### config.mk
export PLATFORM = sky130hd
export DESIGN_NAME = single_wire_backlight_ctrl
export DESIGN_NICKNAME = d
export VERILOG_FILES = /design/src/hdl/backlight_pkg.sv /design/src/hdl/single_wire_backlight_ctrl.sv /design/src/hdl/pulse_timer.sv
export SDC_FILE = /design/constraint.sdc
export NUM_CORES = 1
export LEC_CHECK = 0
export ABC_AREA = 1
export BUFFER_PORTS_ARGS = -buffer_cell sky130_fd_sc_hd__buf_2
export CORE_MARGIN = 2
export CORE_UTILIZATION = 45
export CTS_CLUSTER_DIAMETER = 200
export DETAILED_ROUTE_END_ITERATION = 16
export SYNTH_ARGS = -nofsm -noshare
export SYNTH_HDL_FRONTEND = slang
export SYNTH_HIERARCHICAL = 1
export SYNTH_SLANG_ARGS = --single-unit
### constraint.sdc
create_clock -name clk_sys -period 6.19 [get_ports clk_sys]
set_input_delay 0.9285 -clock clk_sys [delete_from_list [all_inputs] [get_ports clk_sys]]
set_output_delay 0.9285 -clock clk_sys [all_outputs]
set_load 0.005 [all_outputs]
### src/hdl/backlight_pkg.sv
package backlight_pkg;

  // ----------------------------------------------------------------
  // Timing
  // ----------------------------------------------------------------
  localparam int unsigned CLK_PERIOD_NS  = 4;
  localparam int unsigned SHORT_MIN_NS   = 1500;
  localparam int unsigned SHORT_MAX_NS   = 3500;
  localparam int unsigned LONG_MIN_NS    = 8000;
  localparam int unsigned SOFT_START_NS  = 200000;
  localparam int unsigned SHORT_CHECK_NS = 2000;
  localparam int unsigned PRECHARGE_NS   = 4000;

  // Least times round up, longest times round down
  localparam int unsigned SHORT_MIN_CYC =
    (SHORT_MIN_NS + CLK_PERIOD_NS - 1) / CLK_PERIOD_NS;
  localparam int unsigned SHORT_MAX_CYC = SHORT_MAX_NS / CLK_PERIOD_NS;
  localparam int unsigned LONG_MIN_CYC =
    (LONG_MIN_NS + CLK_PERIOD_NS - 1) / CLK_PERIOD_NS;
  localparam int unsigned SOFT_START_CYC =
    (SOFT_START_NS + CLK_PERIOD_NS - 1) / CLK_PERIOD_NS;
  localparam int unsigned SHORT_CHECK_CYC =
    (SHORT_CHECK_NS + CLK_PERIOD_NS - 1) / CLK_PERIOD_NS;
  localparam int unsigned PRECHARGE_CYC =
    (PRECHARGE_NS + CLK_PERIOD_NS - 1) / CLK_PERIOD_NS;

  localparam int unsigned TIMER_W    = 12;
  localparam int unsigned PUMP_TMR_W = 16;
  localparam int unsigned RAMP_STEPS = 16;

  // ----------------------------------------------------------------
  // Control word layout
  // ----------------------------------------------------------------
  localparam int unsigned CTRL_WIDTH      = 11;
  localparam logic [10:0] CTRL_RESET      = 11'h000;
  localparam int unsigned BIT_ENABLE      = 0;
  localparam int unsigned BIT_LOW_CURRENT = 1;
  localparam int unsigned LED_SEL_LSB     = 2;
  localparam int unsigned MODE_LSB        = 4;
  localparam int unsigned BRIGHT_LSB      = 6;
  localparam int unsigned LED_CHANNELS    = 4;

  // ----------------------------------------------------------------
  // Types
  // ----------------------------------------------------------------
  typedef enum logic [1:0] {EV_NONE, EV_BIT, EV_LONG, EV_DROP}
    pulse_kind_t;

  typedef struct packed {
    pulse_kind_t kind;
    logic        value;
  } pulse_event_t;

  typedef enum logic [1:0] {RATIO_1X, RATIO_1P5X, RATIO_2X} pump_ratio_t;

  typedef enum logic [2:0] {
    PS_OFF, PS_SHORT_CHECK, PS_PRECHARGE, PS_SOFT_START, PS_RUN
  } pump_state_t;

  typedef struct packed {
    logic       enable;
    logic       low_current_select;
    logic [3:0] led_enable;
    logic [1:0] output_mode_field;
    logic [4:0] brightness;
    logic [5:0] current_level;
  } led_ctrl_t;

  typedef struct packed {
    pump_ratio_t ratio;
    logic [3:0]  ramp;
    logic        discharge_en;
    logic        short_check_en;
    logic        precharge_en;
  } pump_ctrl_t;

endpackage

### src/hdl/single_wire_backlight_ctrl.sv
module single_wire_backlight_ctrl
  import backlight_pkg::*;
#(
  parameter int unsigned SOFT_CYCLES  = SOFT_START_CYC,
  parameter int unsigned CHECK_CYCLES = SHORT_CHECK_CYC,
  parameter int unsigned PRE_CYCLES   = PRECHARGE_CYC
) (
  input  wire logic         clk_sys,
  input  wire logic         rst_n,
  input  wire logic         data_pin,
  input  wire logic         pump_short_in,
  input  wire logic         headroom_low_in,
  input  wire logic         headroom_high_in,
  output logic [10:0]       backlight_control,
  output led_ctrl_t         led_ctrl,
  output pump_ctrl_t        pump_ctrl,
  output logic              transfer_done
);

  // ----------------------------------------------------------------
  // Elaboration checks
  // ----------------------------------------------------------------
  localparam int unsigned RAMP_STEP = SOFT_CYCLES / RAMP_STEPS;

  if (RAMP_STEP < 1 || SOFT_CYCLES >= (1 << PUMP_TMR_W) ||
      CHECK_CYCLES < 1 || CHECK_CYCLES >= (1 << PUMP_TMR_W) ||
      PRE_CYCLES < 1 || PRE_CYCLES >= (1 << PUMP_TMR_W)) begin : g_chk
    $error("single_wire_backlight_ctrl: pump timing out of range");
  end

  localparam logic [PUMP_TMR_W-1:0] STEP_LAST  =
    PUMP_TMR_W'(RAMP_STEP - 1);
  localparam logic [PUMP_TMR_W-1:0] CHECK_LAST =
    PUMP_TMR_W'(CHECK_CYCLES - 1);
  localparam logic [PUMP_TMR_W-1:0] PRE_LAST   =
    PUMP_TMR_W'(PRE_CYCLES - 1);
  localparam logic [3:0] CTRL_BITS = 4'(CTRL_WIDTH);
  localparam logic [3:0] RAMP_TOP  = 4'(RAMP_STEPS - 1);

  // ----------------------------------------------------------------
  // State
  // ----------------------------------------------------------------
  typedef struct packed {
    logic [10:0]             ctrl;
    logic [10:0]             shadow;
    logic [3:0]              bit_cnt;
    logic                    long_run;
    pump_state_t             ps;
    pump_ratio_t             ratio;
    logic [PUMP_TMR_W-1:0]   tmr;
    logic [3:0]              ramp;
    logic [2:0]              asy0;
    logic [2:0]              asy1;
    logic [2:0]              asy2;
    logic [2:0]              ana;
    led_ctrl_t               led;
    pump_ctrl_t              pump;
    logic                    done;
  } ctrl_state_t;

  ctrl_state_t  st_reg;
  ctrl_state_t  st_next;
  pulse_event_t evt;
  logic [3:0]   chan_on;
  logic [11:0]  commit_mask;

  // ----------------------------------------------------------------
  // Pulse timing on the data pin
  // ----------------------------------------------------------------
  pulse_timer #(
    .SHORT_MIN (SHORT_MIN_CYC),
    .SHORT_MAX (SHORT_MAX_CYC),
    .LONG_MIN  (LONG_MIN_CYC)
  ) u_pulse_timer (
    .clk_sys  (clk_sys),
    .rst_n    (rst_n),
    .data_pin (data_pin),
    .evt      (evt)
  );

  // ----------------------------------------------------------------
  // Channel selection
  // ----------------------------------------------------------------
  // Code n lights channels 0..n, so at least one string is lit whenever the pump is in soft start or run
  for (genvar ch = 0; ch < LED_CHANNELS; ch++) begin : g_chan
    assign chan_on[ch] =
      (2'(ch) <= st_next.ctrl[LED_SEL_LSB +: 2]);
  end

  // Bits not sent in this transfer keep their old value
  assign commit_mask = (12'h001 << st_reg.bit_cnt) - 12'h001;

  // ----------------------------------------------------------------
  // Next state
  // ----------------------------------------------------------------
  always_comb begin
    st_next      = st_reg;
    st_next.done = 1'b0;

    // Analog flags: three stages, a change counts when 1 and 2 agree
    st_next.asy0 = {headroom_high_in, headroom_low_in, pump_short_in};
    st_next.asy1 = st_reg.asy0;
    st_next.asy2 = st_reg.asy1;
    st_next.ana  = (st_reg.asy1 & st_reg.asy2) |
                   (st_reg.ana & (st_reg.asy1 ^ st_reg.asy2));

    // --- Serial decode ---
    case (evt.kind)
      EV_BIT: begin
        st_next.long_run = 1'b0;
        // Bits past the eleventh are dropped
        if (st_reg.bit_cnt < CTRL_BITS) begin
          st_next.shadow[st_reg.bit_cnt] = evt.value;
          st_next.bit_cnt = st_reg.bit_cnt + 4'h1;
        end
      end
      EV_LONG: begin
        if (st_reg.long_run) begin
          // Second long pulse in a row closes the transfer
          st_next.long_run = 1'b0;
          st_next.bit_cnt  = 4'h0;
          if (st_reg.bit_cnt != 4'h0) begin
            st_next.ctrl = (st_reg.shadow & commit_mask[10:0]) |
                           (st_reg.ctrl & ~commit_mask[10:0]);
            st_next.done = 1'b1;
          end
        end else begin
          st_next.long_run = 1'b1;
        end
      end
      EV_DROP: begin
        st_next.long_run = 1'b0;
      end
      default: begin
        st_next.long_run = st_reg.long_run;
      end
    endcase

    // --- Pump sequencing ---
    case (st_reg.ps)
      PS_OFF: begin
        st_next.ramp  = 4'h0;
        st_next.ratio = RATIO_1X;
        if (st_reg.ctrl[BIT_ENABLE]) begin
          st_next.ps  = PS_SHORT_CHECK;
          st_next.tmr = '0;
        end
      end
      PS_SHORT_CHECK: begin
        // A short sensed restarts the window; no conversion until clear
        if (st_reg.ana[0]) begin
          st_next.tmr = '0;
        end else if (st_reg.tmr == CHECK_LAST) begin
          st_next.ps  = PS_PRECHARGE;
          st_next.tmr = '0;
        end else begin
          st_next.tmr = st_reg.tmr + 1'b1;
        end
      end
      PS_PRECHARGE: begin
        if (st_reg.tmr == PRE_LAST) begin
          st_next.ps   = PS_SOFT_START;
          st_next.tmr  = '0;
          st_next.ramp = 4'h0;
        end else begin
          st_next.tmr = st_reg.tmr + 1'b1;
        end
      end
      PS_SOFT_START: begin
        if (st_reg.tmr == STEP_LAST) begin
          st_next.tmr = '0;
          if (st_reg.ramp == RAMP_TOP) begin
            st_next.ps = PS_RUN;
          end else begin
            st_next.ramp = st_reg.ramp + 4'h1;
          end
        end else begin
          st_next.tmr = st_reg.tmr + 1'b1;
        end
      end
      PS_RUN: begin
        // Step up takes priority: losing LED current is worse
        if (st_reg.ana[1] && st_reg.ratio != RATIO_2X) begin
          st_next.ratio = (st_reg.ratio == RATIO_1X) ?
                          RATIO_1P5X : RATIO_2X;
          st_next.ps    = PS_SOFT_START;
          st_next.tmr   = '0;
          st_next.ramp  = 4'h0;
        end else if (st_reg.ana[2] && st_reg.ratio != RATIO_1X) begin
          st_next.ratio = (st_reg.ratio == RATIO_2X) ?
                          RATIO_1P5X : RATIO_1X;
          st_next.ps    = PS_SOFT_START;
          st_next.tmr   = '0;
          st_next.ramp  = 4'h0;
        end
      end
      default: begin
        st_next.ps = PS_OFF;
      end
    endcase

    // Clearing enable wins over every sequencing step; a ratio step taken in run still leaves its new ratio for one cycle
    if (!st_reg.ctrl[BIT_ENABLE]) begin
      st_next.ps   = PS_OFF;
      st_next.tmr  = '0;
      st_next.ramp = 4'h0;
    end

    // --- Registered outputs ---
    st_next.led.enable             = st_next.ctrl[BIT_ENABLE];
    st_next.led.low_current_select =
      st_next.ctrl[BIT_LOW_CURRENT];
    st_next.led.output_mode_field  = st_next.ctrl[MODE_LSB +: 2];
    st_next.led.brightness         = st_next.ctrl[BRIGHT_LSB +: 5];
    // Numerator over 32 of full scale; analog divides by ten in low mode
    st_next.led.current_level      =
      {1'b0, st_next.ctrl[BRIGHT_LSB +: 5]} + 6'h01;
    if (st_next.ps == PS_SOFT_START || st_next.ps == PS_RUN) begin
      st_next.led.led_enable = chan_on;
    end else begin
      st_next.led.led_enable = 4'h0;
    end

    st_next.pump.ratio          = st_next.ratio;
    st_next.pump.ramp           = st_next.ramp;
    st_next.pump.discharge_en   = (st_next.ps == PS_OFF);
    st_next.pump.short_check_en = (st_next.ps == PS_SHORT_CHECK);
    st_next.pump.precharge_en   = (st_next.ps == PS_PRECHARGE);
  end

  // ----------------------------------------------------------------
  // State register
  // ----------------------------------------------------------------
  // Only the power-on reset clears the control word
  always_ff @(posedge clk_sys or negedge rst_n) begin
    if (!rst_n) begin
      st_reg                   <= '0;
      st_reg.ctrl              <= CTRL_RESET;
      st_reg.ps                <= PS_OFF;
      st_reg.ratio             <= RATIO_1X;
      st_reg.pump.ratio        <= RATIO_1X;
      st_reg.pump.discharge_en <= 1'b1;
      st_reg.led.current_level <= 6'h01;
    end else begin
      st_reg <= st_next;
    end
  end

  // ----------------------------------------------------------------
  // Outputs
  // ----------------------------------------------------------------
  assign backlight_control = st_reg.ctrl;
  assign led_ctrl          = st_reg.led;
  assign pump_ctrl         = st_reg.pump;
  assign transfer_done     = st_reg.done;

endmodule // single_wire_backlight_ctrl

### src/hdl/pulse_timer.sv
module pulse_timer
  import backlight_pkg::*;
#(
  parameter int unsigned SHORT_MIN = SHORT_MIN_CYC,
  parameter int unsigned SHORT_MAX = SHORT_MAX_CYC,
  parameter int unsigned LONG_MIN  = LONG_MIN_CYC
) (
  input  wire logic         clk_sys,
  input  wire logic         rst_n,
  input  wire logic         data_pin,
  output pulse_event_t      evt
);

  if (!(SHORT_MIN >= 1 && SHORT_MIN <= SHORT_MAX &&
        SHORT_MAX < LONG_MIN && LONG_MIN < (1 << TIMER_W) - 1)) begin : g_chk
    $error("pulse_timer: thresholds out of order or too wide");
  end

  localparam logic [TIMER_W-1:0] SMIN_W = TIMER_W'(SHORT_MIN);
  localparam logic [TIMER_W-1:0] SMAX_W = TIMER_W'(SHORT_MAX);
  localparam logic [TIMER_W-1:0] LMIN_W = TIMER_W'(LONG_MIN);

  typedef struct packed {
    logic [2:0]         sync;
    logic               level;
    logic [TIMER_W-1:0] count;
    logic               long_seen;
    pulse_event_t       evt;
  } timer_state_t;

  timer_state_t cur_reg;
  timer_state_t cur_next;

  // ----------------------------------------------------------------
  // Width measurement
  // ----------------------------------------------------------------
  always_comb begin
    cur_next      = cur_reg;
    cur_next.sync = {cur_reg.sync[1:0], data_pin};
    cur_next.evt  = '{kind: EV_NONE, value: 1'b0};
    // Stage 0 feeds stage 1 only; a level counts once 1 and 2 agree
    if (cur_reg.sync[2] == cur_reg.sync[1] &&
        cur_reg.sync[2] != cur_reg.level) begin
      cur_next.level     = cur_reg.sync[2];
      cur_next.count     = {{(TIMER_W-1){1'b0}}, 1'b1};
      cur_next.long_seen = 1'b0;
      if (cur_reg.long_seen) begin
        cur_next.evt.kind = EV_NONE; // Already reported
      end else if (cur_reg.count >= SMIN_W &&
                   cur_reg.count <= SMAX_W) begin
        cur_next.evt.kind  = EV_BIT;
        cur_next.evt.value = cur_reg.level;
      end else begin
        cur_next.evt.kind = EV_DROP;
      end
    end else begin
      if (cur_reg.count != {TIMER_W{1'b1}}) begin
        cur_next.count = cur_reg.count + 1'b1;
      end
      // Long is flagged while it lasts, once per level, so an idle line alone gives one long and a frame ends on the second
      if (!cur_reg.long_seen && cur_reg.count == LMIN_W - 1'b1) begin
        cur_next.long_seen = 1'b1;
        cur_next.evt.kind  = EV_LONG;
        cur_next.evt.value = cur_reg.level;
      end
    end
  end

  always_ff @(posedge clk_sys or negedge rst_n) begin
    if (!rst_n) begin
      cur_reg <= '0;
    end else begin
      cur_reg <= cur_next;
    end
  end

  assign evt = cur_reg.evt;

endmodule // pulse_timer

==> results.py, run 1 <==
metrics = {
    "clock_tree": {
        "clock_path_buffers": 2,
        "h-tree-depth": 3,
        "cts_tree": "built",
        "cts_resized": 0,
        "clkSinkCount": 98,
        "ctsRootBufferMaster": "clkbuf_16",
        "worstSkewPairLatency_ns": 0.35,
        "post-cts-setup-buffer-count": 0,
        "hold_buffers": 0,
        "cts_buffers": 9,
        "clkTransAtPathRegs_ns": 0.06,
    },
    "hold_path": {
        "min_to": "st_next[32]$_DFF_PN0_",
        "hold_class": "flop to flop",
        "min-delay-start": "st_next[35]$_DFF_PN0_",
        "hold_depth": 0,
    },
    "finish": {
        "fillerInstances": 1171,
        "largest_reg_flops": 41,
        "drive_above_1_share": 0.1424,
        "fin_cells": 842,
        "syn_to_final_growth_pct": 6.662,
        "antenna-diode-count": 0,
        "layout.nets": 712,
    },
    "worst_setup_path": {
        "crit_arrival_ns": 2.78,
        "crit_chain": "inv_1, ha_1, inv_1, nor2_1, inv_1, ha_1, nand2_2, nor2_4, nand3b_1, nand3_1, nand2_1, nand2_1, inv_1, ha_1, inv_1, nor2_4, nand2_1, nand2_1, nand2_1",
        "endpoint_kind": "flop",
        "r2r_setup_slack_ns": 3.66,
        "cpPeakStageDelay_ns": 0.42,
        "crit_type": "flop to flop",
        "cp-start-kind": "flop",
        "worstPathRequired_ns": 6.43,
        "cp_slowest_cell": "dfrtp_1",
        "reg2reg_depth": 19,
        "worstPathMaxFanout": 6,
        "r2r_start": "st_reg[68]$_DFFE_PN0P_",
        "timing.rr.end": "led_ctrl[4]$_DFF_PN0_",
    },
    "power_and_ir_drop": {
        "internal_power_w": 0.001229,
        "p_sw_w": 0.0006591,
        "swShare": 0.3491,
        "p_comb_frac": 0.295,
        "seqPwrFrac": 0.413,
        "pwr_density_cell_nw_per_um2": 325.0,
        "ir_drop_v": 0.0001574,
        "clkPwrFrac": 0.291,
        "p_leak_nw": 2.976,
    },
    "global_routing": {
        "grt-ovfl-total": 0,
        "grt_pass1_wl_mm": 19.20,
        "grt_pass1_vias": 4094,
        "grt_usage": 0.1858,
        "antenna_found_initial": 0,
        "grt_max_degree": 75,
    },
    "synthesis": {
        "netlist.area_leader.share": 0.4411,
        "syn_inst": 681,
        "yosysSeqAreaShare": 0.4507,
        "yosys-top-cells-area": "dfrtp_1 (44%), nand2_1 (10%), buf_4 (6.1%)",
        "syn_area_um2": 5446,
        "yosys_warnings": 6,
        "yosys_register_bits": 98,
        "avgSynthCellArea_um2": 7.998,
        "ys_types": 44,
        "async_reset_ff_frac": 1.000,
        "synth_flop_cell": "dfrtp_1",
        "synth_edf_count": 0,
        "synth_top_cell_by_area": "dfrtp_1",
        "syn_nets": 702,
    },
    "sta": {
        "max_clock_freq_mhz": 394.7,
        "holdWs_ns": 0.3539,
        "hold_viol": 0,
        "rsz0062_at_grt": "false",
        "min_period_over_period": 0.4093,
        "finalSetupViolCount": 0,
        "relSlewSlack": 0.3914,
        "report.final.slew_viol_count": 0,
        "fin_crit_ns": 2.534,
        "tns_ns": 0,
        "worst_pin_slew_ns": 0.9129,
        "clock_skew_ns": 0.007727,
        "fin_ws_ns": 3.656,
    },
    "placement": {
        "io_buffers": 45,
        "place_congestion": 0.9393,
        "dp_hpwl_mm": 8.142,
        "dp_cells": 827,
        "pre_cts_slack_ns": 3.665,
    },
    "routing": {
        "routedWlPerCell_um": 13.01,
        "vias": 4301,
        "ant_nets": 0,
        "drt-total-wl_mm": 10.96,
        "vias_per_cell": 5.108,
        "drtIter0Drc": 199,
        "dr.pass1.iters": 5,
        "drcViolationCount": 0,
    },
    "die": {
        "core_um2": 11910,
        "start_util": 0.4572,
        "die_h_um": 114.0,
        "ios": 46,
        "die_area_um2": 13000,
        "rows": 40,
        "die_w_um": 114.0,
    },
    "outcome": {
        "status": "complete, no violations",
    },
    "job": {
        "cap_violations": 0,
    },
}
[cell families (layout without fill, tap and decap cells)]
kind of cell    Yosys count  in the layout  share of synthesized area
compound gates           69             69                    0.07168
simple gates            349            349                     0.2954
flops                    98             98                     0.4507
mux                       4              4                   0.007811
fa+ha+maj                15             15                    0.03446
xor+xnor                  8              8                    0.01287
buf+inv                 138            152                     0.1270
[layout by cell type, fill, tap and decap left out, types with 3 or more instances in the layout]
master	count
nand2_1	147
dfrtp_1	96
inv_1	84
nor2_1	83
nand3_1	51
buf_2	44
o21ai_0	34
nand4_1	22
a21oi_1	16
ha_1	15
nor3_1	13
clkbuf_16	9
nand2_2	7
xor2_1	7
nor2_4	5
inv_2	5
nand3_2	4
nand2_4	4
o21ai_1	4
nor2_2	3
a21o_1	3
a31oi_1	3
o21ai_2	3
[through the flow]
stage	total power [W]	area, um2	utilization
after detailed placement	0.001352	5523	0.4637
after CTS	0.001909	5809	0.4877
after global routing	0.002030	5809	0.4877
after global placement	0.001335	5523	0.4637
final	0.001888	5809	0.4877
after floorplan	0.001262	5446	-
[cell type report]
class / instances / area [um2] / share of cell area
Sequential cell: 98 / 2455 / 0.4226
Multi-Input combinational cell: 445 / 2300 / 0.3959
Inverter: 91 / 349.1 / 0.06009
Clock buffer: 12 / 246.5 / 0.04243
Timing Repair Buffer: 46 / 235.2 / 0.04049
Tap cell: 147 / 183.9 / 0.03166
Clock inverter: 3 / 40.04 / 0.006892
[routing by layer]
| metal | GRT usage | wire, um | part of all wire | up-vias |
|---|---|---|---|---|
| met2 | 0.2873 | 5095 | 0.47 | 96 |
| met5 | 0 | 0 | 0 | - |
| met1 | 0.2548 | 5235 | 0.48 | 2020 |
| li1 | - | - | - | 2174 |
| met3 | 0.03135 | 414 | 0.038 | 11 |
| met4 | 0.08943 | 210 | 0.019 | 0 |
[critical path: cells and delay by family, from the launching register on]
family / cells / cell delay (ns)
and+or+nand+nor: 11 / 0.92
DFF: 1 / 0.42
adders and majority gates: 3 / 0.68
buffers and inverters: 5 / 0.40
[power groups by stage]
stage / registers [W] / logic, W / clock network (W)
2_1_floorplan: 0.000771 / 0.000491 / 0
3_3_place_gp: 0.000789 / 0.000546 / 0
3_5_place_dp: 0.000793 / 0.000558 / 0
4_1_cts: 0.000781 / 0.000561 / 0.000568
5_1_grt: 0.000793 / 0.000645 / 0.000592
6_report: 0.000781 / 0.000557 / 0.000550
[how the worst max path moves through the flow]
stage	startpoint	end	slack [ns]
after floorplan	st_reg[68]$_DFFE_PN0P_	led_ctrl[4]$_DFF_PN0_	3.94
after global placement	st_reg[69]$_DFFE_PN0P_	led_ctrl[4]$_DFF_PN0_	3.78
after detailed placement	st_reg[68]$_DFFE_PN0P_	led_ctrl[4]$_DFF_PN0_	3.66
after CTS	st_reg[68]$_DFFE_PN0P_	led_ctrl[4]$_DFF_PN0_	3.65
after global routing	st_reg[69]$_DFFE_PN0P_	led_ctrl[4]$_DFF_PN0_	3.44
final	st_reg[68]$_DFFE_PN0P_	led_ctrl[4]$_DFF_PN0_	3.66
[Yosys cell counts, drive strengths merged (7+ instances only)]
cell     n
a21oi   16
nor3    14
dfrtp   96
buf     45
inv     90
xor2     7
nor2    92
o21ai   41
nand3   55
nand4   22
ha      15
nand2  158
No activity file was read; power rests on OpenSTA's default activity.
==> run 2, diff against run 1 <==
--- a/config.mk
+++ b/config.mk
@@ -11,6 +11,7 @@
 export CORE_UTILIZATION = 45
 export CTS_CLUSTER_DIAMETER = 200
 export DETAILED_ROUTE_END_ITERATION = 16
+export PLACE_DENSITY = 0.65
 export SYNTH_ARGS = -nofsm -noshare
 export SYNTH_HDL_FRONTEND = slang
 export SYNTH_HIERARCHICAL = 1
==> constraint.sdc (replaced) <==
create_clock -name clk_sys -period 2.15 [get_ports clk_sys]
set_input_delay 0.3225 -clock clk_sys [delete_from_list [all_inputs] [get_ports clk_sys]]
set_output_delay 0.3225 -clock clk_sys [all_outputs]
set_load 0.005 [all_outputs]
==> results.py, run 2 (synthesis results as in run 1) <==
metrics = {
    "finish": {
        "layout_commonest_cell": "nand2_1",
        "final_util": 0.5182,
        "antenna-diode-count": 0,
        "stdcell_area_um2": 6172,
        "fin_cells": 869,
        "largest_reg_flops": 41,
        "layout.nets": 738,
        "drive_above_1_share": 0.2147,
        "syn_to_final_growth_pct": 13.32,
        "final_cell_mix": "nand2_1 (141), dfrtp_1 (95), nor2_1 (79), inv_1 (77), nand3_1 (49)",
    },
    "clock_tree": {
        "clkSinkCount": 98,
        "cts_buffers": 9,
        "worstSkewPairLatency_ns": 0.34,
        "ctsRootBufferMaster": "clkbuf_16",
        "h-tree-depth": 3,
        "clock_path_buffers": 2,
        "clkTransAtPathRegs_ns": 0.07,
        "cts_tree": "built",
    },
    "worst_setup_path": {
        "worstPathMaxFanout": 5,
        "cp_common_cell": "nand2_1",
        "worstPathRequired_ns": 2.39,
        "crit_type": "flop to flop",
        "crit_arrival_ns": 2.28,
        "cp-start-kind": "flop",
        "endpoint_kind": "flop",
        "cp_slowest_cell": "dfrtp_2",
        "crit_chain": "ha_2, buf_4, ha_1, nand2_2, nand2_2, nor2_4, nand3_1, nand4_1, nand2_4, nor2_4, nand2_1, nand2_1, nand2_1",
        "cpPeakStageDelay_ns": 0.45,
    },
    "global_routing": {
        "antenna_found_initial": 0,
        "grt-ovfl-total": 0,
        "grt_usage": 0.1791,
        "grt_pass1_wl_mm": 18.83,
        "grt_max_degree": 43,
        "grt_pass1_vias": 4166,
    },
    "power_and_ir_drop": {
        "p_comb_frac": 0.362,
        "internal_power_w": 0.004064,
        "clkPwrFrac": 0.278,
        "swShare": 0.3414,
        "ir_drop_v": 0.0004081,
        "pwr_density_cell_nw_per_um2": 999.6,
        "p_sw_w": 0.002106,
        "seqPwrFrac": 0.360,
        "p_total_w": 0.006170,
        "p_leak_nw": 3.136,
    },
    "die": {
        "die_w_um": 114.0,
        "core_um2": 11910,
        "rows": 40,
        "die_area_um2": 13000,
        "ios": 46,
        "start_util": 0.4572,
        "die_h_um": 114.0,
    },
    "sta": {
        "finalSetupViolCount": 0,
        "report.final.slew_viol_count": 0,
        "fin_ws_ns": 0.1093,
        "clock_skew_ns": 0.005563,
        "relSlewSlack": 0.6557,
        "fin_crit_ns": 2.041,
        "min_period_over_period": 0.9492,
        "rsz0062_at_grt": "true",
        "max_clock_freq_mhz": 490.0,
        "hold_viol": 0,
        "worst_pin_slew_ns": 0.5164,
    },
    "routing": {
        "drt-total-wl_mm": 10.83,
        "vias_per_cell": 5.010,
        "dr.pass1.iters": 5,
        "vias": 4354,
        "ant_nets": 0,
        "drcViolationCount": 0,
        "routedWlPerCell_um": 12.46,
        "drtIter0Drc": 231,
    },
    "hold_path": {
        "hold_class": "input port to flop",
    },
    "placement": {
        "place_congestion": 0.9048,
        "pre_cts_slack_ns": -0.04070,
        "dp_hpwl_mm": 8.069,
        "dp_cells": 846,
        "placed_area_um2": 5695,
        "io_buffers": 45,
    },
    "outcome": {
        "status": "complete, no violations",
    },
    "job": {
        "cap_violations": 0,
    },
}
-- run 2: changes by cell type in the layout (fill, tap and decap cells not counted), moves of 3 or more --
cell	delta
inv_1	-7
inv_2	+7
ha_1	-7
ha_4	+4
ha_2	+3
nor2_2	+3
nand2_1	-6
nor2_1	-4
nand2_2	+4
buf_4	+22
-- run 2: critical path, delay by kind of cell (launching register included) --
family / cells / cell delay (ns)
and+or+nand+nor: 10 / 0.93
adders and majority gates: 2 / 0.39
buffers and inverters: 1 / 0.14
DFF: 1 / 0.45
-- run 2: power groups by stage --
| stage | registers [W] | logic (W) | clock network [W] |
|---|---|---|---|
| final | 0.00222 | 0.00223 | 0.00172 |
| after global routing | 0.00225 | 0.00251 | 0.00186 |
| after CTS | 0.00221 | 0.00193 | 0.00177 |
| after detailed placement | 0.00225 | 0.00188 | 0 |
| after global placement | 0.00224 | 0.00184 | 0 |
| after floorplan | 0.00222 | 0.00146 | 0 |
-- run 2: layout make-up --
| cell class | instances | area, um2 |
|---|---|---|
| multi-input cells | 445 | 2411 |
| well taps | 147 | 183.9 |
| flip-flops and latches | 98 | 2456 |
| repair buffers | 72 | 452.9 |
| clock inverters | 6 | 80.08 |
| fillers | 1098 | 5739 |
| clock buffers | 10 | 239.0 |
| inverters | 91 | 349.1 |
-- run 2: layer usage --
metal  track usage  vias up  wire (um)
met5             0        -          0
met2        0.2889      100       5017
met1        0.2406     2018       5135
met3       0.02869       18        447
met4       0.07561        0        225
li1              -     2218          -
-- run 2: path summary, 6_finish.rpt --
check                                        from                              endpoint  slack (ns)  cells after the start
hold reg to reg             st_next[37]$_DFF_PN0_                 st_next[34]$_DFF_PN0_        0.35                      0
hold / removal                           data_pin  u_pulse_timer/cur_next[18]$_DFF_PN0_        0.08                      1
setup / recovery           st_reg[67]$_DFFE_PN0P_                 led_ctrl[3]$_DFF_PN0_        0.11                     13
min in group asynchronous                   rst_n                st_reg[58]$_DFFE_PN0P_        0.49                      2
max in group asynchronous                   rst_n                st_reg[67]$_DFFE_PN0P_        1.00                      3
setup reg to reg           st_reg[67]$_DFFE_PN0P_                 led_ctrl[3]$_DFF_PN0_        0.11                     13
-- run 2: what timing repair did --
| item | CTS | global route |
|---|---|---|
| endpoints found under the setup margin | 1 | 13 |
| hold buffers | 1 | 0 |
| pin swaps | 1 | 16 |
| hold endpoints to repair | 37 | 0 |
| buffers inserted | 2 | 4 |
| gates resized for setup | 4 | 31 |
-- run 2: stage by stage --
stage | hold WS [ns] | TNS, ns
4_1_cts | 0.07123 | 0
5_1_grt | 0.06476 | -0.06606
3_5_place_dp | 0.3320 | -0.04070
3_3_place_gp | 0.3270 | 0
6_report | 0.08049 | 0
2_1_floorplan | 0.02691 | 0
==> run 3, diff against run 2 <==
--- a/config.mk
+++ b/config.mk
@@ -7,11 +7,11 @@
 export LEC_CHECK = 0
 export ABC_AREA = 1
 export BUFFER_PORTS_ARGS = -buffer_cell sky130_fd_sc_hd__buf_2
-export CORE_MARGIN = 2
-export CORE_UTILIZATION = 45
+export CORE_MARGIN = 4
+export CORE_UTILIZATION = 54
 export CTS_CLUSTER_DIAMETER = 200
 export DETAILED_ROUTE_END_ITERATION = 16
-export PLACE_DENSITY = 0.65
+export PLACE_DENSITY = 0.76
 export SYNTH_ARGS = -nofsm -noshare
 export SYNTH_HDL_FRONTEND = slang
 export SYNTH_HIERARCHICAL = 1
==> results.py, run 3 (synthesis results as in run 1) <==
metrics = {
    "outcome": {
        "status": "complete, no violations",
    },
    "routing": {
        "routedWlPerCell_um": 13.16,
        "drtIter0Drc": 252,
        "drcViolationCount": 0,
        "vias_per_cell": 5.224,
        "ant_nets": 0,
        "vias": 4451,
        "drt-total-wl_mm": 11.22,
        "dr.pass1.iters": 5,
    },
    "sta": {
        "clock_skew_ns": 0.009421,
        "fin_crit_ns": 2.111,
        "report.final.slew_viol_count": 0,
        "tns_ns": 0,
        "relSlewSlack": 0.6612,
        "holdWs_ns": 0.05256,
        "rsz0062_at_grt": "true",
        "hold_viol": 0,
        "min_period_over_period": 0.9820,
        "max_clock_freq_mhz": 473.6,
        "worst_pin_slew_ns": 0.5043,
        "finalSetupViolCount": 0,
    },
    "worst_setup_path": {
        "cpPeakStageDelay_ns": 0.45,
        "cp_common_cell": "nand2_1",
        "endpoint_kind": "flop",
        "cp_slowest_cell": "dfrtp_2",
        "worstPathMaxFanout": 4,
        "crit_chain": "ha_2, buf_4, ha_1, nand2_2, nand2_1, nor2_2, nand2_1, nand2_1, nand3_1, nand2_1, nand2_2, nor2_4, nand2_1, nand2_1, nand2_1",
        "crit_arrival_ns": 2.38,
        "crit_type": "flop to flop",
        "worstPathRequired_ns": 2.41,
        "cp-start-kind": "flop",
    },
    "die": {
        "die_h_um": 108.4,
        "core_um2": 9819,
        "ios": 46,
        "die_w_um": 108.4,
        "die_area_um2": 11760,
        "start_util": 0.5547,
        "rows": 36,
    },
    "power_and_ir_drop": {
        "pwr_density_cell_nw_per_um2": 946.3,
        "ir_drop_v": 0.0004984,
        "p_leak_nw": 3.041,
    },
    "clock_tree": {
        "clock_path_buffers": 2,
        "worstSkewPairLatency_ns": 0.37,
        "cts_buffers": 9,
        "ctsRootBufferMaster": "clkbuf_8",
        "cts_tree": "built",
        "clkTransAtPathRegs_ns": 0.09,
        "clkSinkCount": 98,
        "h-tree-depth": 3,
    },
    "global_routing": {
        "grt_pass1_wl_mm": 18.79,
        "grt-ovfl-total": 0,
        "grt_max_degree": 44,
        "grt_pass1_vias": 4197,
        "grt_usage": 0.1984,
        "antenna_found_initial": 0,
    },
    "finish": {
        "antenna-diode-count": 0,
        "fin_cells": 852,
        "final_cell_mix": "nand2_1 (141), dfrtp_1 (95), nor2_1 (79), inv_1 (76), nand3_1 (50)",
        "layout_commonest_cell": "nand2_1",
        "layout.nets": 735,
        "drive_above_1_share": 0.2128,
        "largest_reg_flops": 41,
        "syn_to_final_growth_pct": 10.87,
        "fillerInstances": 831,
    },
    "placement": {
        "place_congestion": 0.9042,
        "dp_hpwl_mm": 8.155,
        "dp_cells": 829,
        "io_buffers": 45,
    },
    "hold_path": {
        "hold_class": "input port to flop",
    },
    "job": {
        "cap_violations": 0,
    },
}
## run 3: cell types whose count changed in the layout (fill, tap and decap cells not counted), sizes merged
cell,change
inv,+2
buf,-3
clkbuf,+1
clkinv,-4
clkinvlp,+2
bufinv,-1
## run 3: final cells by class
class | instances | area (um2) | share of cell area
flip-flops and latches | 98 | 2456 | 0.4068
multi-input cells | 445 | 2450 | 0.4057
repair buffers | 69 | 422.9 | 0.07004
inverters | 91 | 349.1 | 0.05781
well taps | 133 | 166.4 | 0.02756
clock buffers | 11 | 131.4 | 0.02176
clock inverters | 5 | 62.56 | 0.01036
## run 3: final timing paths
kind | from | end | slack, ns | cells past startpoint
max in group asynchronous | rst_n | led_ctrl[0]$_DFF_PN1_ | 1.11 | 3
worst min-delay path | headroom_low_in | st_next[36]$_DFF_PN0_ | 0.05 | 1
worst min register to register | st_next[37]$_DFF_PN0_ | st_next[34]$_DFF_PN0_ | 0.36 | 0
worst max-delay path | st_reg[67]$_DFFE_PN0P_ | led_ctrl[3]$_DFF_PN0_ | 0.04 | 15
min in group asynchronous | rst_n | st_reg[51]$_DFFE_PN0P_ | 0.43 | 2
worst max register to register | st_reg[67]$_DFFE_PN0P_ | led_ctrl[3]$_DFF_PN0_ | 0.04 | 15
## run 3: critical path, delay by kind of cell (launching register included)
kind	cells	cell delay, ns
buffers and inverters	1	0.14
adders and majority gates	2	0.39
and+or+nand+nor	12	1.04
DFF	1	0.45
## run 3: metal layers
layer,GRT usage,part of all wire,vias to the layer above
met5,0,0,-
li1,-,-,2216
met1,0.2655,0.45,2081
met2,0.3186,0.48,134
met4,0.08656,0.019,0
met3,0.03284,0.052,20
## run 3: metrics by stage
stage	utilization	instance area [um2]	worst slack (ns)	power, W
floorplan	-	5464	0.005234	0.003679
global placement	0.5759	5655	0.004834	0.004066
detailed placement	0.5759	5655	-0.09585	0.004131
CTS	0.6013	5904	0.001411	0.005441
global route	0.6149	6038	-0.08917	0.006121
finish	0.6149	6038	0.03867	0.005714
## run 3: repair_timing
action                                  CTS  global route
endpoints found under the setup margin    2            17
endpoints found under the hold margin    29             0
buffers inserted                          4             3
gates resized for setup                   8            33
hold buffers                              1             0
pin swaps                                 2            17
## run 3: power by group
| group | internal (W) | total, W | switching (W) | leakage [nW] |
|---|---|---|---|---|
| combinational | 0.000964 | 0.00230 | 0.00134 | 1.65 |
| clock | 0.000547 | 0.00119 | 0.000642 | 0.0906 |
| sequential | 0.00205 | 0.00222 | 0.000169 | 1.30 |
| total | 0.00357 | 0.00571 | 0.00215 | 3.04 |
